<file path="src/rtl/fbss_pkg.sv">
// fbss_pkg: register map, field layout and widths for the buffer swap block
// assumes an apb slave with 32-bit data and word-aligned registers
package fbss_pkg;
	localparam int unsigned FBSS_AW = 16;
	localparam logic [15:0] FBSS_OFS_START_ROW = 16'h3068;
	localparam logic [15:0] FBSS_OFS_ROW_LEN = 16'h3000;
	localparam logic [15:0] FBSS_OFS_SCANLINE = 16'h3004;
	localparam logic [15:0] FBSS_OFS_INT_STAT = 16'h3008;
	localparam logic [15:0] FBSS_OFS_INT_MASK = 16'h300c;
	localparam logic [15:0] FBSS_OFS_STATUS = 16'h3010;
	localparam int unsigned FBSS_ROW_W = 12;
	localparam int unsigned FBSS_LEN_W = 14;
	localparam int unsigned FBSS_ADR_W = 24;
	localparam int unsigned FBSS_LINE_W = 12;
	localparam logic [13:0] FBSS_ROW_LEN_RST = 14'h0800;
	localparam logic [11:0] FBSS_LINE_RST = 12'h001;
	localparam int unsigned FBSS_INT_VBLANK = 0;
	localparam int unsigned FBSS_INT_SWAP = 1;
	localparam int unsigned FBSS_NINT = 2;
	localparam int unsigned FBSS_ST_PEND = 0;
	localparam int unsigned FBSS_ST_BLOCK = 1;
	localparam int unsigned FBSS_ST_SWAP_RD = 2;
	localparam logic [1:0] FBSS_CMD_NONE = 2'h0;
	localparam logic [1:0] FBSS_CMD_OFFSET = 2'h1;
	localparam logic [1:0] FBSS_CMD_SWAP = 2'h2;
	localparam logic [1:0] FBSS_CMD_OTHER = 2'h3;
	localparam int unsigned FBSS_SWAP_ROW_LSB = 0;
	localparam int unsigned FBSS_SWAP_RAMDAC_BIT = 31;
	typedef enum logic [1:0] {
		FBSS_IDLE = 2'b00,
		FBSS_FLUSH = 2'b01,
		FBSS_WAIT = 2'b10
	} fbss_swap_e;
endpackage

</file>
<file path="src/rtl/fbss_addr_add.sv">
// fbss_addr_add: registered final pixel address adder
// assumes pixel address and offset are valid together with pix_valid
`timescale 1ns/1ns
module fbss_addr_add
	import fbss_pkg::*;
(
	input wire logic clk,
	input wire logic rst_b,
	input wire logic pix_valid,
	input wire logic [FBSS_ADR_W-1:0] pix_addr,
	input wire logic [FBSS_ADR_W-1:0] pix_offset,
	output logic fb_valid,
	output logic [FBSS_ADR_W-1:0] fb_addr
);
	typedef struct packed {
		logic v;
		logic [FBSS_ADR_W-1:0] a;
	} fbss_add_s;
	fbss_add_s s_q, s_d;
	always_comb begin
		s_d.v = pix_valid;
		s_d.a = pix_valid ? pix_addr + pix_offset : s_q.a;
	end
	always_ff @(posedge clk or negedge rst_b) begin
		if (!rst_b) begin
			s_q <= '0;
		end else begin
			s_q <= s_d;
		end
	end
	assign fb_valid = s_q.v;
	assign fb_addr = s_q.a;
	a_add_sum: assert property (@(posedge clk) disable iff (!rst_b)
		pix_valid |=> fb_addr == $past(pix_addr) + $past(pix_offset))
		else $error("pixel offset not added");
endmodule

</file>
<file path="src/rtl/fbss_top.sv">
// fbss_top: buffer swap sync, display start row, scanline counter, vblank irq
// assumes commands arrive in fifo order on cmd_* and video timing on line_start/vblank
//
// Contract
// add render offset to every framebuffer address
// sample start row at end of blanking
// offset load acts at fifo exit
// host start row writes bypass fifo
// swap command flushes then blocks framebuffer
// swap data loads start row or ramdac
// non-framebuffer commands continue while waiting (code: not while a framebuffer command is parked)
// framebuffer command stalls while swap pending
// scanline counter one at blank, increments
// host polls scanline below small threshold
// vertical blank interrupt provided
// host swaps only after rendering finished
// start row times row length gives scan address
// start row register at 0x3068
// release block after swap, fifo order kept
`timescale 1ns/1ns
module fbss_top
	import fbss_pkg::*;
(
	input wire logic clk,
	input wire logic rst_b,
	input wire logic psel,
	input wire logic penable,
	input wire logic pwrite,
	input wire logic [FBSS_AW-1:0] paddr,
	input wire logic [31:0] pwdata,
	output logic [31:0] prdata,
	output logic pready,
	output logic pslverr,
	input wire logic cmd_valid,
	input wire logic [1:0] cmd_kind,
	input wire logic cmd_fb,
	input wire logic [31:0] cmd_data,
	output logic cmd_ready,
	input wire logic fb_idle,
	input wire logic pix_valid,
	input wire logic [FBSS_ADR_W-1:0] pix_addr,
	output logic fb_valid,
	output logic [FBSS_ADR_W-1:0] fb_addr,
	output logic fb_block,
	input wire logic line_start,
	input wire logic vblank,
	output logic [FBSS_ADR_W-1:0] scan_base,
	output logic ramdac_swap,
	output logic [31:0] ramdac_data,
	output logic irq
);
	typedef struct packed {
		fbss_swap_e st;
		logic [FBSS_ROW_W-1:0] start_row;
		logic [FBSS_LEN_W-1:0] row_len;
		logic [FBSS_ADR_W-1:0] pix_off;
		logic [FBSS_ADR_W-1:0] base;
		logic [FBSS_LINE_W-1:0] line;
		logic [31:0] swap_data;
		logic vblank_q;
		logic [FBSS_NINT-1:0] int_st;
		logic [FBSS_NINT-1:0] int_mask;
		logic [31:0] rdata;
		logic ready;
		logic err;
		logic cready;
		logic block;
		logic rd_swap;
		logic [31:0] rd_data;
		logic irq;
		logic held_v;
		logic [1:0] held_kind;
		logic [31:0] held_data;
	} fbss_top_s;
	fbss_top_s s_q, s_d;

	function automatic logic is_map(input logic [FBSS_AW-1:0] a);
		is_map = (a == FBSS_OFS_START_ROW) || (a == FBSS_OFS_ROW_LEN) ||
			(a == FBSS_OFS_SCANLINE) || (a == FBSS_OFS_INT_STAT) ||
			(a == FBSS_OFS_INT_MASK) || (a == FBSS_OFS_STATUS);
	endfunction

	logic setup;
	logic acc;
	logic pend;
	logic park;
	logic exe_v;
	logic [1:0] exe_kind;
	logic [31:0] exe_data;
	logic [FBSS_NINT-1:0] int_nx;
	logic wr;
	logic vb_end;
	logic vb_rise;
	logic cmd_take;
	logic fb_cmd;
	logic [FBSS_NINT-1:0] ev;
	logic [FBSS_ADR_W-1:0] prod;
	// first access-phase cycle: registers the answer, pready follows
	assign setup = psel && penable && !s_q.ready;
	// access edge with pready high: writes land here
	assign acc = psel && penable && s_q.ready;
	assign wr = acc && pwrite;
	assign pend = s_q.st != FBSS_IDLE;
	assign vb_end = s_q.vblank_q && !vblank;
	assign vb_rise = vblank && !s_q.vblank_q;
	// framebuffer commands include offset loads so they stay in order with rendering
	assign fb_cmd = cmd_fb || (cmd_kind == FBSS_CMD_SWAP) || (cmd_kind == FBSS_CMD_OFFSET);
	assign prod = FBSS_ADR_W'(s_q.start_row) * FBSS_ADR_W'(s_q.row_len);

	// one sticky bit per event; set wins over a same-cycle clear
	for (genvar i = 0; i < FBSS_NINT; i++) begin : g_int
		assign int_nx[i] = ev[i] ||
			(s_q.int_st[i] && !(wr && paddr == FBSS_OFS_INT_STAT && pwdata[i]));
	end

	always_comb begin
		s_d = s_q;
		ev = '0;
		s_d.vblank_q = vblank;
		s_d.ready = setup;
		s_d.err = setup && !is_map(paddr);
		s_d.rd_swap = 1'b0;
		cmd_take = cmd_valid && s_q.cready;
		// fb commands that meet a pending swap park in the hold slot
		park = cmd_take && fb_cmd && (pend || s_q.held_v);
		exe_v = 1'b0;
		exe_kind = FBSS_CMD_NONE;
		exe_data = '0;
		if (park) begin
			s_d.held_v = 1'b1;
			s_d.held_kind = cmd_kind;
			s_d.held_data = cmd_data;
		end else if (cmd_take) begin
			exe_v = 1'b1;
			exe_kind = cmd_kind;
			exe_data = cmd_data;
		end else if (s_q.held_v && !pend) begin
			// swap done: the parked command runs first, order kept
			exe_v = 1'b1;
			exe_kind = s_q.held_kind;
			exe_data = s_q.held_data;
			s_d.held_v = 1'b0;
		end
		if (exe_v) begin
			case (exe_kind)
				FBSS_CMD_OFFSET: s_d.pix_off = exe_data[FBSS_ADR_W-1:0];
				FBSS_CMD_SWAP: begin
					s_d.swap_data = exe_data;
					s_d.st = FBSS_FLUSH;
				end
				default: s_d.st = s_q.st;
			endcase
		end
		case (s_q.st)
			FBSS_IDLE: s_d.block = 1'b0;
			FBSS_FLUSH: begin
				if (fb_idle) begin
					s_d.st = FBSS_WAIT;
					s_d.block = 1'b1;
				end
			end
			FBSS_WAIT: begin
				if (vb_rise) begin
					if (s_q.swap_data[FBSS_SWAP_RAMDAC_BIT]) begin
						s_d.rd_swap = 1'b1;
						s_d.rd_data = s_q.swap_data;
					end else begin
						s_d.start_row = s_q.swap_data[FBSS_SWAP_ROW_LSB+:FBSS_ROW_W];
					end
					s_d.st = FBSS_IDLE;
					s_d.block = 1'b0;
					ev[FBSS_INT_SWAP] = 1'b1;
				end
			end
			default: s_d.st = FBSS_IDLE;
		endcase
		// registered ready: low only while a command sits in the hold slot
		s_d.cready = !s_d.held_v;
		if (vb_end) begin
			s_d.base = prod;
		end
		if (vb_rise) begin
			s_d.line = FBSS_LINE_RST;
			ev[FBSS_INT_VBLANK] = 1'b1;
		end else if (line_start && s_q.line != '1) begin
			s_d.line = s_q.line + 1'b1;
		end
		if (wr) begin
			case (paddr)
				FBSS_OFS_START_ROW: s_d.start_row = pwdata[FBSS_ROW_W-1:0];
				FBSS_OFS_ROW_LEN: s_d.row_len = pwdata[FBSS_LEN_W-1:0];
				FBSS_OFS_INT_MASK: s_d.int_mask = pwdata[FBSS_NINT-1:0];
				default: s_d.int_mask = s_d.int_mask;
			endcase
		end
		s_d.int_st = int_nx;
		s_d.rdata = '0;
		if (setup && !pwrite) begin
			case (paddr)
				FBSS_OFS_START_ROW: s_d.rdata = 32'(s_q.start_row);
				FBSS_OFS_ROW_LEN: s_d.rdata = 32'(s_q.row_len);
				FBSS_OFS_SCANLINE: s_d.rdata = 32'(s_q.line);
				FBSS_OFS_INT_STAT: s_d.rdata = 32'(s_q.int_st);
				FBSS_OFS_INT_MASK: s_d.rdata = 32'(s_q.int_mask);
				FBSS_OFS_STATUS: begin
					s_d.rdata[FBSS_ST_PEND] = s_q.st != FBSS_IDLE;
					s_d.rdata[FBSS_ST_BLOCK] = s_q.block;
				end
				default: s_d.rdata = '0;
			endcase
		end
		s_d.irq = |(s_d.int_st & s_d.int_mask);
	end

	always_ff @(posedge clk or negedge rst_b) begin
		if (!rst_b) begin
			s_q <= '0;
			s_q.st <= FBSS_IDLE;
			s_q.row_len <= FBSS_ROW_LEN_RST;
			s_q.line <= FBSS_LINE_RST;
			s_q.cready <= 1'b1;
		end else begin
			s_q <= s_d;
		end
	end

	fbss_addr_add u_add (
		.clk(clk),
		.rst_b(rst_b),
		.pix_valid(pix_valid),
		.pix_addr(pix_addr),
		.pix_offset(s_q.pix_off),
		.fb_valid(fb_valid),
		.fb_addr(fb_addr)
	);

	assign prdata = s_q.rdata;
	assign pready = s_q.ready;
	assign pslverr = s_q.err;
	assign cmd_ready = s_q.cready;
	assign fb_block = s_q.block;
	assign scan_base = s_q.base;
	assign ramdac_swap = s_q.rd_swap;
	assign ramdac_data = s_q.rd_data;
	assign irq = s_q.irq;

	a_base_end: assert property (@(posedge clk) disable iff (!rst_b)
		vb_end |=> scan_base == FBSS_ADR_W'($past(s_q.start_row)) * FBSS_ADR_W'($past(s_q.row_len)))
		else $error("scan base not sampled at blank end");
	a_base_hold: assert property (@(posedge clk) disable iff (!rst_b)
		!vb_end |=> $stable(scan_base))
		else $error("scan base changed outside blank end");
	a_row_direct: assert property (@(posedge clk) disable iff (!rst_b)
		wr && paddr == FBSS_OFS_START_ROW && !(s_q.st == FBSS_WAIT && vb_rise)
		|=> s_q.start_row == $past(pwdata[FBSS_ROW_W-1:0]))
		else $error("start row write lost");
	a_off_load: assert property (@(posedge clk) disable iff (!rst_b)
		cmd_take && cmd_kind == FBSS_CMD_OFFSET
		|=> s_q.pix_off == $past(cmd_data[FBSS_ADR_W-1:0]))
		else $error("offset not loaded at fifo exit");
	a_flush_block: assert property (@(posedge clk) disable iff (!rst_b)
		s_q.st == FBSS_FLUSH && fb_idle |=> fb_block && s_q.st == FBSS_WAIT)
		else $error("block not raised after flush");
	a_fb_stall: assert property (@(posedge clk) disable iff (!rst_b)
		pend && cmd_take && fb_cmd |=> s_q.held_v && !cmd_ready)
		else $error("framebuffer command not stalled while swap pending");
	a_held_wait: assert property (@(posedge clk) disable iff (!rst_b)
		s_q.held_v && pend |=> s_q.held_v)
		else $error("parked command ran before swap");
	a_held_go: assert property (@(posedge clk) disable iff (!rst_b)
		s_q.held_v && !pend |=> !s_q.held_v)
		else $error("parked command not resumed");
	a_cready_held: assert property (@(posedge clk) disable iff (!rst_b)
		s_q.held_v |-> !cmd_ready)
		else $error("fifo accepted behind parked command");
	a_off_park: assert property (@(posedge clk) disable iff (!rst_b)
		park && cmd_kind == FBSS_CMD_OFFSET
		|=> s_q.pix_off == $past(s_q.pix_off))
		else $error("parked offset applied early");
	a_flush_wait: assert property (@(posedge clk) disable iff (!rst_b)
		s_q.st == FBSS_FLUSH && !fb_idle |=> s_q.st == FBSS_FLUSH && !fb_block)
		else $error("flush left before framebuffer idle");
	a_block_wait: assert property (@(posedge clk) disable iff (!rst_b)
		fb_block |-> s_q.st == FBSS_WAIT)
		else $error("block outside swap wait");
	a_release: assert property (@(posedge clk) disable iff (!rst_b)
		s_q.st == FBSS_WAIT && vb_rise |=> !fb_block ##0 s_q.st == FBSS_IDLE)
		else $error("block not released after swap");
	a_swap_row: assert property (@(posedge clk) disable iff (!rst_b)
		s_q.st == FBSS_WAIT && vb_rise && !s_q.swap_data[FBSS_SWAP_RAMDAC_BIT] && !wr
		|=> s_q.start_row == $past(s_q.swap_data[FBSS_ROW_W-1:0]))
		else $error("swap did not load start row");
	a_dac_row: assert property (@(posedge clk) disable iff (!rst_b)
		s_q.st == FBSS_WAIT && vb_rise && s_q.swap_data[FBSS_SWAP_RAMDAC_BIT] && !wr
		|=> s_q.start_row == $past(s_q.start_row))
		else $error("ramdac swap touched start row");
	a_dac_pulse: assert property (@(posedge clk) disable iff (!rst_b)
		ramdac_swap |=> !ramdac_swap)
		else $error("ramdac swap longer than one cycle");
	a_line_step: assert property (@(posedge clk) disable iff (!rst_b)
		line_start && !vb_rise && s_q.line != '1
		|=> s_q.line == $past(s_q.line) + 1'b1)
		else $error("scanline did not advance");
	a_line_floor: assert property (@(posedge clk) disable iff (!rst_b)
		s_q.line != '0)
		else $error("scanline below one");
	a_ready_one: assert property (@(posedge clk) disable iff (!rst_b)
		pready |=> !pready)
		else $error("pready longer than one cycle");
	a_err_ready: assert property (@(posedge clk) disable iff (!rst_b)
		pslverr |-> pready)
		else $error("pslverr without pready");
	a_swap_irq: assert property (@(posedge clk) disable iff (!rst_b)
		s_q.st == FBSS_WAIT && vb_rise |=> s_q.int_st[FBSS_INT_SWAP])
		else $error("swap done status not set");
	a_irq_level: assert property (@(posedge clk) disable iff (!rst_b)
		irq == |(s_q.int_st & s_q.int_mask))
		else $error("irq level wrong");
	a_line_one: assert property (@(posedge clk) disable iff (!rst_b)
		vb_rise |=> s_q.line == FBSS_LINE_RST ##0 s_q.line != '0)
		else $error("scanline not one at blank");
	a_vb_irq: assert property (@(posedge clk) disable iff (!rst_b)
		vb_rise && s_q.int_mask[FBSS_INT_VBLANK] |=> s_q.int_st[FBSS_INT_VBLANK] && irq)
		else $error("vblank interrupt missing");
	a_other_go: assert property (@(posedge clk) disable iff (!rst_b)
		s_q.st == FBSS_WAIT && !s_q.held_v |-> cmd_ready)
		else $error("non-framebuffer command stalled");
endmodule

</file>
<file path="config.mk">
export PLATFORM = sky130hd
export DESIGN_NAME = fbss_top
export DESIGN_NICKNAME = d
export VERILOG_FILES = /design/src/rtl/fbss_pkg.sv /design/src/rtl/fbss_addr_add.sv /design/src/rtl/fbss_top.sv
export SDC_FILE = /design/constraint.sdc
export NUM_CORES = 1
export LEC_CHECK = 0
export ABC_AREA = 1
export BUFFER_PORTS_ARGS = -buffer_cell sky130_fd_sc_hd__buf_2
export CORE_MARGIN = 2
export CORE_UTILIZATION = 64
export CTS_CLUSTER_SIZE = 14
export DETAILED_ROUTE_END_ITERATION = 7
export GPL_TIMING_DRIVEN = 0
export PLACE_DENSITY = 0.87
export REMOVE_ABC_BUFFERS = 1
export SYNTH_ARGS = -nofsm -noshare
export SYNTH_HDL_FRONTEND = slang
export SYNTH_HIERARCHICAL = 1
export SYNTH_SLANG_ARGS = --single-unit
</file>
<file path="constraint.sdc">
create_clock -name clk -period 12.15 [get_ports clk]
set_input_delay 0.6075 -clock clk [delete_from_list [all_inputs] [get_ports clk]]
set_output_delay 0.6075 -clock clk [all_outputs]
set_load 0.05 [all_outputs]
</file>
### Word level (Yosys, flattened, before mapping)

Cells that the tools add are included.

| operators by class | value |
|---|---|
| $add $sub $neg | 2 |
| eq/ne operators | 15 |
| mux-type cells | 36 |
| $mul | 1 |
| bitwise logic cells | 1 |
| reductions and logical operators | 47 |

Operators by type and width:

| cell | number |
|---|---|
| 16-bit by 14-bit == test with 1-bit output (second input constant) | 6 |
| 32-bit two-way mux | 3 |
| 33-bit two-way mux | 2 |
| 12-bit two-way mux | 5 |
| 14-bit two-way mux | 3 |
| 12-bit case mux with 3 select lines | 1 |
| 34-bit two-way mux | 1 |
| 26-bit two-way mux | 1 |
| 24-bit adder | 1 |
| 12-bit by 14-bit multiplier with 24-bit output | 1 |
| 1-bit logical AND | 18 |
| 2-bit two-way mux | 8 |
| 12-bit by 1-bit adder with 12-bit output (second input constant) | 1 |
| 12-bit inequality test (second input constant) | 1 |
| 2-bit case mux with 6 select lines | 1 |
| 1-bit logical OR | 10 |
| 1-bit zero test | 9 |
| 1-bit two-way mux | 9 |
| 2-bit by 1-bit == test with 1-bit output (second input constant) | 3 |
| 2-bit == test (second input constant) | 3 |
| 2-bit case mux with 3 select lines | 1 |
| 2-bit AND reduction | 3 |
| 3-bit AND reduction | 2 |
| 2-bit inequality test (second input constant) | 2 |
| 6 further kinds | 7 |

| storage, ports and cells | value |
|---|---|
| word-level logic and storage cells | 125 |
| output and inout port bits | 119 |
| register bits | 255 |
| input port bits | 117 |

### Longest topological paths before layout

| logic depth | value |
|---|---|
| depth in word-level cells | 13 |
| mapped depth | 25 |
| gate-level depth less buffers | 23 |

### Modules after synthesis

The synthesis kept the hierarchy.

Modules (own cells, without submodules):

| module | cells an instance | sequential area each (um^2) | area an instance (um^2) | instances |
|---|---|---|---|---|
| fbss_top | 1960 | 5308.8 | 15509.9 | 1 |
| fbss_addr_add | 437 | 625.6 | 2552.4 | 1 |

### Worst setup path after synthesis

Ideal clock, no wire load.

| path | value |
|---|---|
| path kind | flip-flop to flip-flop |
| start point | register s_q[213] (netlist bit) |
| end point | register s_q, in the netlist scan_base[23] |
| path buffers | 1 |
| setup slack | 7.458 ns |
| stages on the path, launching flop included | 20 |
| required time | 12.032 ns |
| arrival | 4.574 ns |
| period minus slack after synthesis | 4.692 ns |
| setup time | 0.118 ns |
| path through | dfstp_2 clkbuf_1 nand2_1 fa_1 fa_1 inv_1 fa_1 fa_1 inv_1 fa_1 inv_1 ha_1 nand2_1 inv_1 a21oi_1 nand2_1 a21oi_1 nand3_1 nand3_1 nand2_1 |

| between the ends | value |
|---|---|
| cells in the longest elaborated chain, start to end | 1 |

Ends and longest elaborated chain:

| item | line | text |
|---|---|---|
| start: declaration | fbss_top.sv:75 | `fbss_top_s s_q, s_d;` |
| 12-bit by 14-bit multiplier with 24-bit output | fbss_top.sv:108 | `assign prod = FBSS_ADR_W'(s_q.start_row) * FBSS_ADR_W'(s_q.row_len);` |

Every way passes these cells.
A chain may end at the register's enable or synchronous reset.

### Worst setup path after layout

| path | value |
|---|---|
| start point | register s_q[219] (netlist bit) |
| end point | register s_q, in the netlist scan_base[18] |

The elaborated chain is that of the path after synthesis.

==> impl_metrics.json <==
{
  "synth_adder_area_share_pct": 18.8,
  "async_reset_ff_share_pct": 100,
  "grt_pass1_vias": 15700,
  "yosysSeqAreaShare_pct": 32.9,
  "grt-ovfl-total": 0,
  "min_period_over_period_pct": 41.6,
  "routed_wl_um": 44200,
  "io_pins": 236,
  "port_buffers": 199,
  "placed_area_sq_um": 18600,
  "cts_hold_buf": 0,
  "cts_setup_buffers": 0,
  "final_cell_mix": "nand2_1 (854), inv_1 (410), dfrtp_1 (234)",
  "via_per_inst": 5.40,
  "ys_types": 42,
  "arrival_ps": 5470,
  "final_common_cell": "nand2_1",
  "critPathRequiredTime_ps": 12570,
  "cap_violations": 0,
  "yosys_warnings": 6,
  "fp.dieArea_sq_um": 29600,
  "dp.final_hpwl_um": 32700,
  "die_w_um": 172,
  "finalHoldViolCount": 0,
  "crit_path_max_fanout": 16,
  "r2r-end": "scan_base[18]",
  "dr.pass1.iters": 7,
  "setup-tns-final_ps": 0,
  "reg2reg_from": "s_q[219]",
  "grt_pass1_wl_um": 73100,
  "crit_start": "s_q[219]",
  "maxSlewHeadroom_pct": 4.82,
  "cp-start-kind": "flip-flop",
  "synthCells": 2397,
  "critical_path.endpoint_type": "flip-flop",
  "hold_class": "primary input to async pin",
  "p_leak_nw": 11.2,
  "drcViolationCount": 0,
  "syn_area_per_cell_sq_um": 7.54,
  "clk_pin_slew_ps": 70,
  "synth-compound-area-share_pct": 7.13,
  "syn_area_sq_um": 18100,
  "root_buffer": "clkbuf_16",
  "grt_use_total_pct": 30.8,
  "start_util_pct": 65.0,
  "slew_viol_final": 0,
  "r2r_setup_slack_ps": 7100,
  "rr_worst_depth": 19,
  "path_class": "flip-flop to flip-flop",
  "postLayoutCellArea_sq_um": 19500,
  "max-vdd-ir-drop_v": 0.000184,
  "cts_buffers": 26,
  "worstSetupEndpoint": "scan_base[18]",
  "nets": 2775,
  "via_count": 15500,
  "design.core.area_sq_um": 27800,
  "htreeDepth": 1,
  "cts_tree": "done",
  "area_growth_pct": 7.92,
  "dp_cells": 2809,
  "post_synth_xor_area_fraction_pct": 0.873,
  "post-route-util_pct": 70.2,
  "pwr_density_cell_nw_per_um2": 165,
  "synth_edf_count": 0,
  "status": "finished clean",
  "routedWlPerCell_um": 15.5,
  "fill_cells": 2189,
  "final.min_clock_period_ps": 5050,
  "cts_resized": 0,
  "ant_nets": 0,
  "cts.sinks": 237,
  "antenna_found_initial": 9,
  "synth_top_family_by_area": "simple AND/OR/NAND/NOR gates",
  "setup_viol": 0,
  "synth_flop_cell": "dfrtp_1",
  "drt_iter0_drc": 1319,
  "clkLatencyLatePin_ps": 550,
  "place_congestion": 0.897,
  "drive_gt1_share_pct": 11.5,
  "max_freq_mhz": 198,
  "rsz0062_at_grt": "false",
  "tightestPinTransition_ps": 1430,
  "finClkSkew_ps": 23.8,
  "grt_max_degree": 124,
  "synthMuxAreaShare_pct": 0,
  "yosys.area_share.simple_pct": 25.3,
  "clockBufferDepth": 3,
  "rows": 61,
  "die_h_um": 172,
  "ys_ff_latch": 237,
  "final_cells": 2863
}
==> cell usage after synthesis, drive strengths merged, types with 2 or more instances <==
cell | n | area share (%)
dfstp | 3 | 0.44
o21bai | 4 | 0.17
clkinv | 3 | 0.062
a32oi | 32 | 1.6
nand3 | 93 | 2.6
fa | 120 | 13
xor2 | 6 | 0.29
nor3b | 2 | 0.083
nor2 | 96 | 2.2
ha | 79 | 5.5
buf | 111 | 4.8
nor3 | 7 | 0.22
inv | 415 | 8.6
or2 | 5 | 0.17
and2 | 3 | 0.10
o31ai | 2 | 0.083
nand2 | 858 | 18
a31oi | 2 | 0.069
clkbuf | 74 | 1.5
nand4 | 42 | 1.5
a21oi | 34 | 1.0
nand3b | 12 | 0.50
nor4 | 2 | 0.069
xnor2 | 12 | 0.58
o21ai | 143 | 4.2
dfrtp | 234 | 32
==> worst max-delay path, stage by stage, from the launching register on <==
cell and delay [ps]:
dfrtp_1 730, nand2_1 170, fa_1 560, inv_1 50, fa_1 490, fa_1 520
fa_1 490, inv_1 50, fa_1 470, inv_1 40, ha_1 350, nand2_1 160
nor2_1 180, nand3_1 100, nand3_1 200, nand2_1 100, nand2_1 70, nand2_1 50
nand3_1 60, nand2_1 70
==> cells by family (layout without fill, tap and decap cells) <==
kind of cell / Yosys count / count (layout)
other: 1 / 24
AND/OR/NAND/NOR: 1120 / 1120
flip-flops: 237 / 237
AO/OA/AOI/OAI: 219 / 219
XOR/XNOR: 18 / 18
buffers and inverters: 603 / 668
adder cells (fa/ha/maj): 199 / 199
==> through the flow <==
stage	worst slack (ps)	power (W)	hold WS [ps]
finish	7100	0.00321	89.2
CTS	7120	0.00321	123
global placement	6460	0.00230	450
detailed placement	7140	0.00235	450
floorplan	7650	0.00198	312
global route	6770	0.00340	139
==> final cells by class <==
class / count / area [sq um] / area share [%]
antenna: 6 / 15.0 / 0.0770
clock buffer: 39 / 791 / 4.06
clock inverter: 9 / 135 / 0.693
inverter: 418 / 1570 / 8.06
multi-input combinational: 1574 / 9490 / 48.7
sequential: 237 / 5930 / 30.4
tap: 378 / 473 / 2.43
timing repair buffer: 202 / 1080 / 5.55
==> sequential cells by signal, indices dropped and copies added (netlist names), 14 cells and up <==
signal,count
ramdac_data,32
prdata,14
scan_base,24
u_add/fb_addr,24
s_q,136
==> how the worst min path moves through the flow <==
stage,to,slack (ps),depth (start not counted)
after floorplan,fb_block,310,0
after CTS,scan_base[10],120,2
after detailed placement,ramdac_data[31],450,1
after global routing,scan_base[10],140,2
after global placement,ramdac_data[18],450,2
final,scan_base[10],90,2
==> routing by layer <==
metal	part of all wire, %	GRT usage (%)
met5	0.093	0
met3	7.7	6.23
met2	49	53.3
met1	39	36.6
met4	4.5	15.3
==> where the power goes <==
group          internal, W  switching [W]  total, W
sequential         0.00100       0.000235   0.00124
clock             0.000514       0.000334  0.000848
combinational     0.000318       0.000806   0.00112
Note: power is estimated with default switching activity, not from simulation.
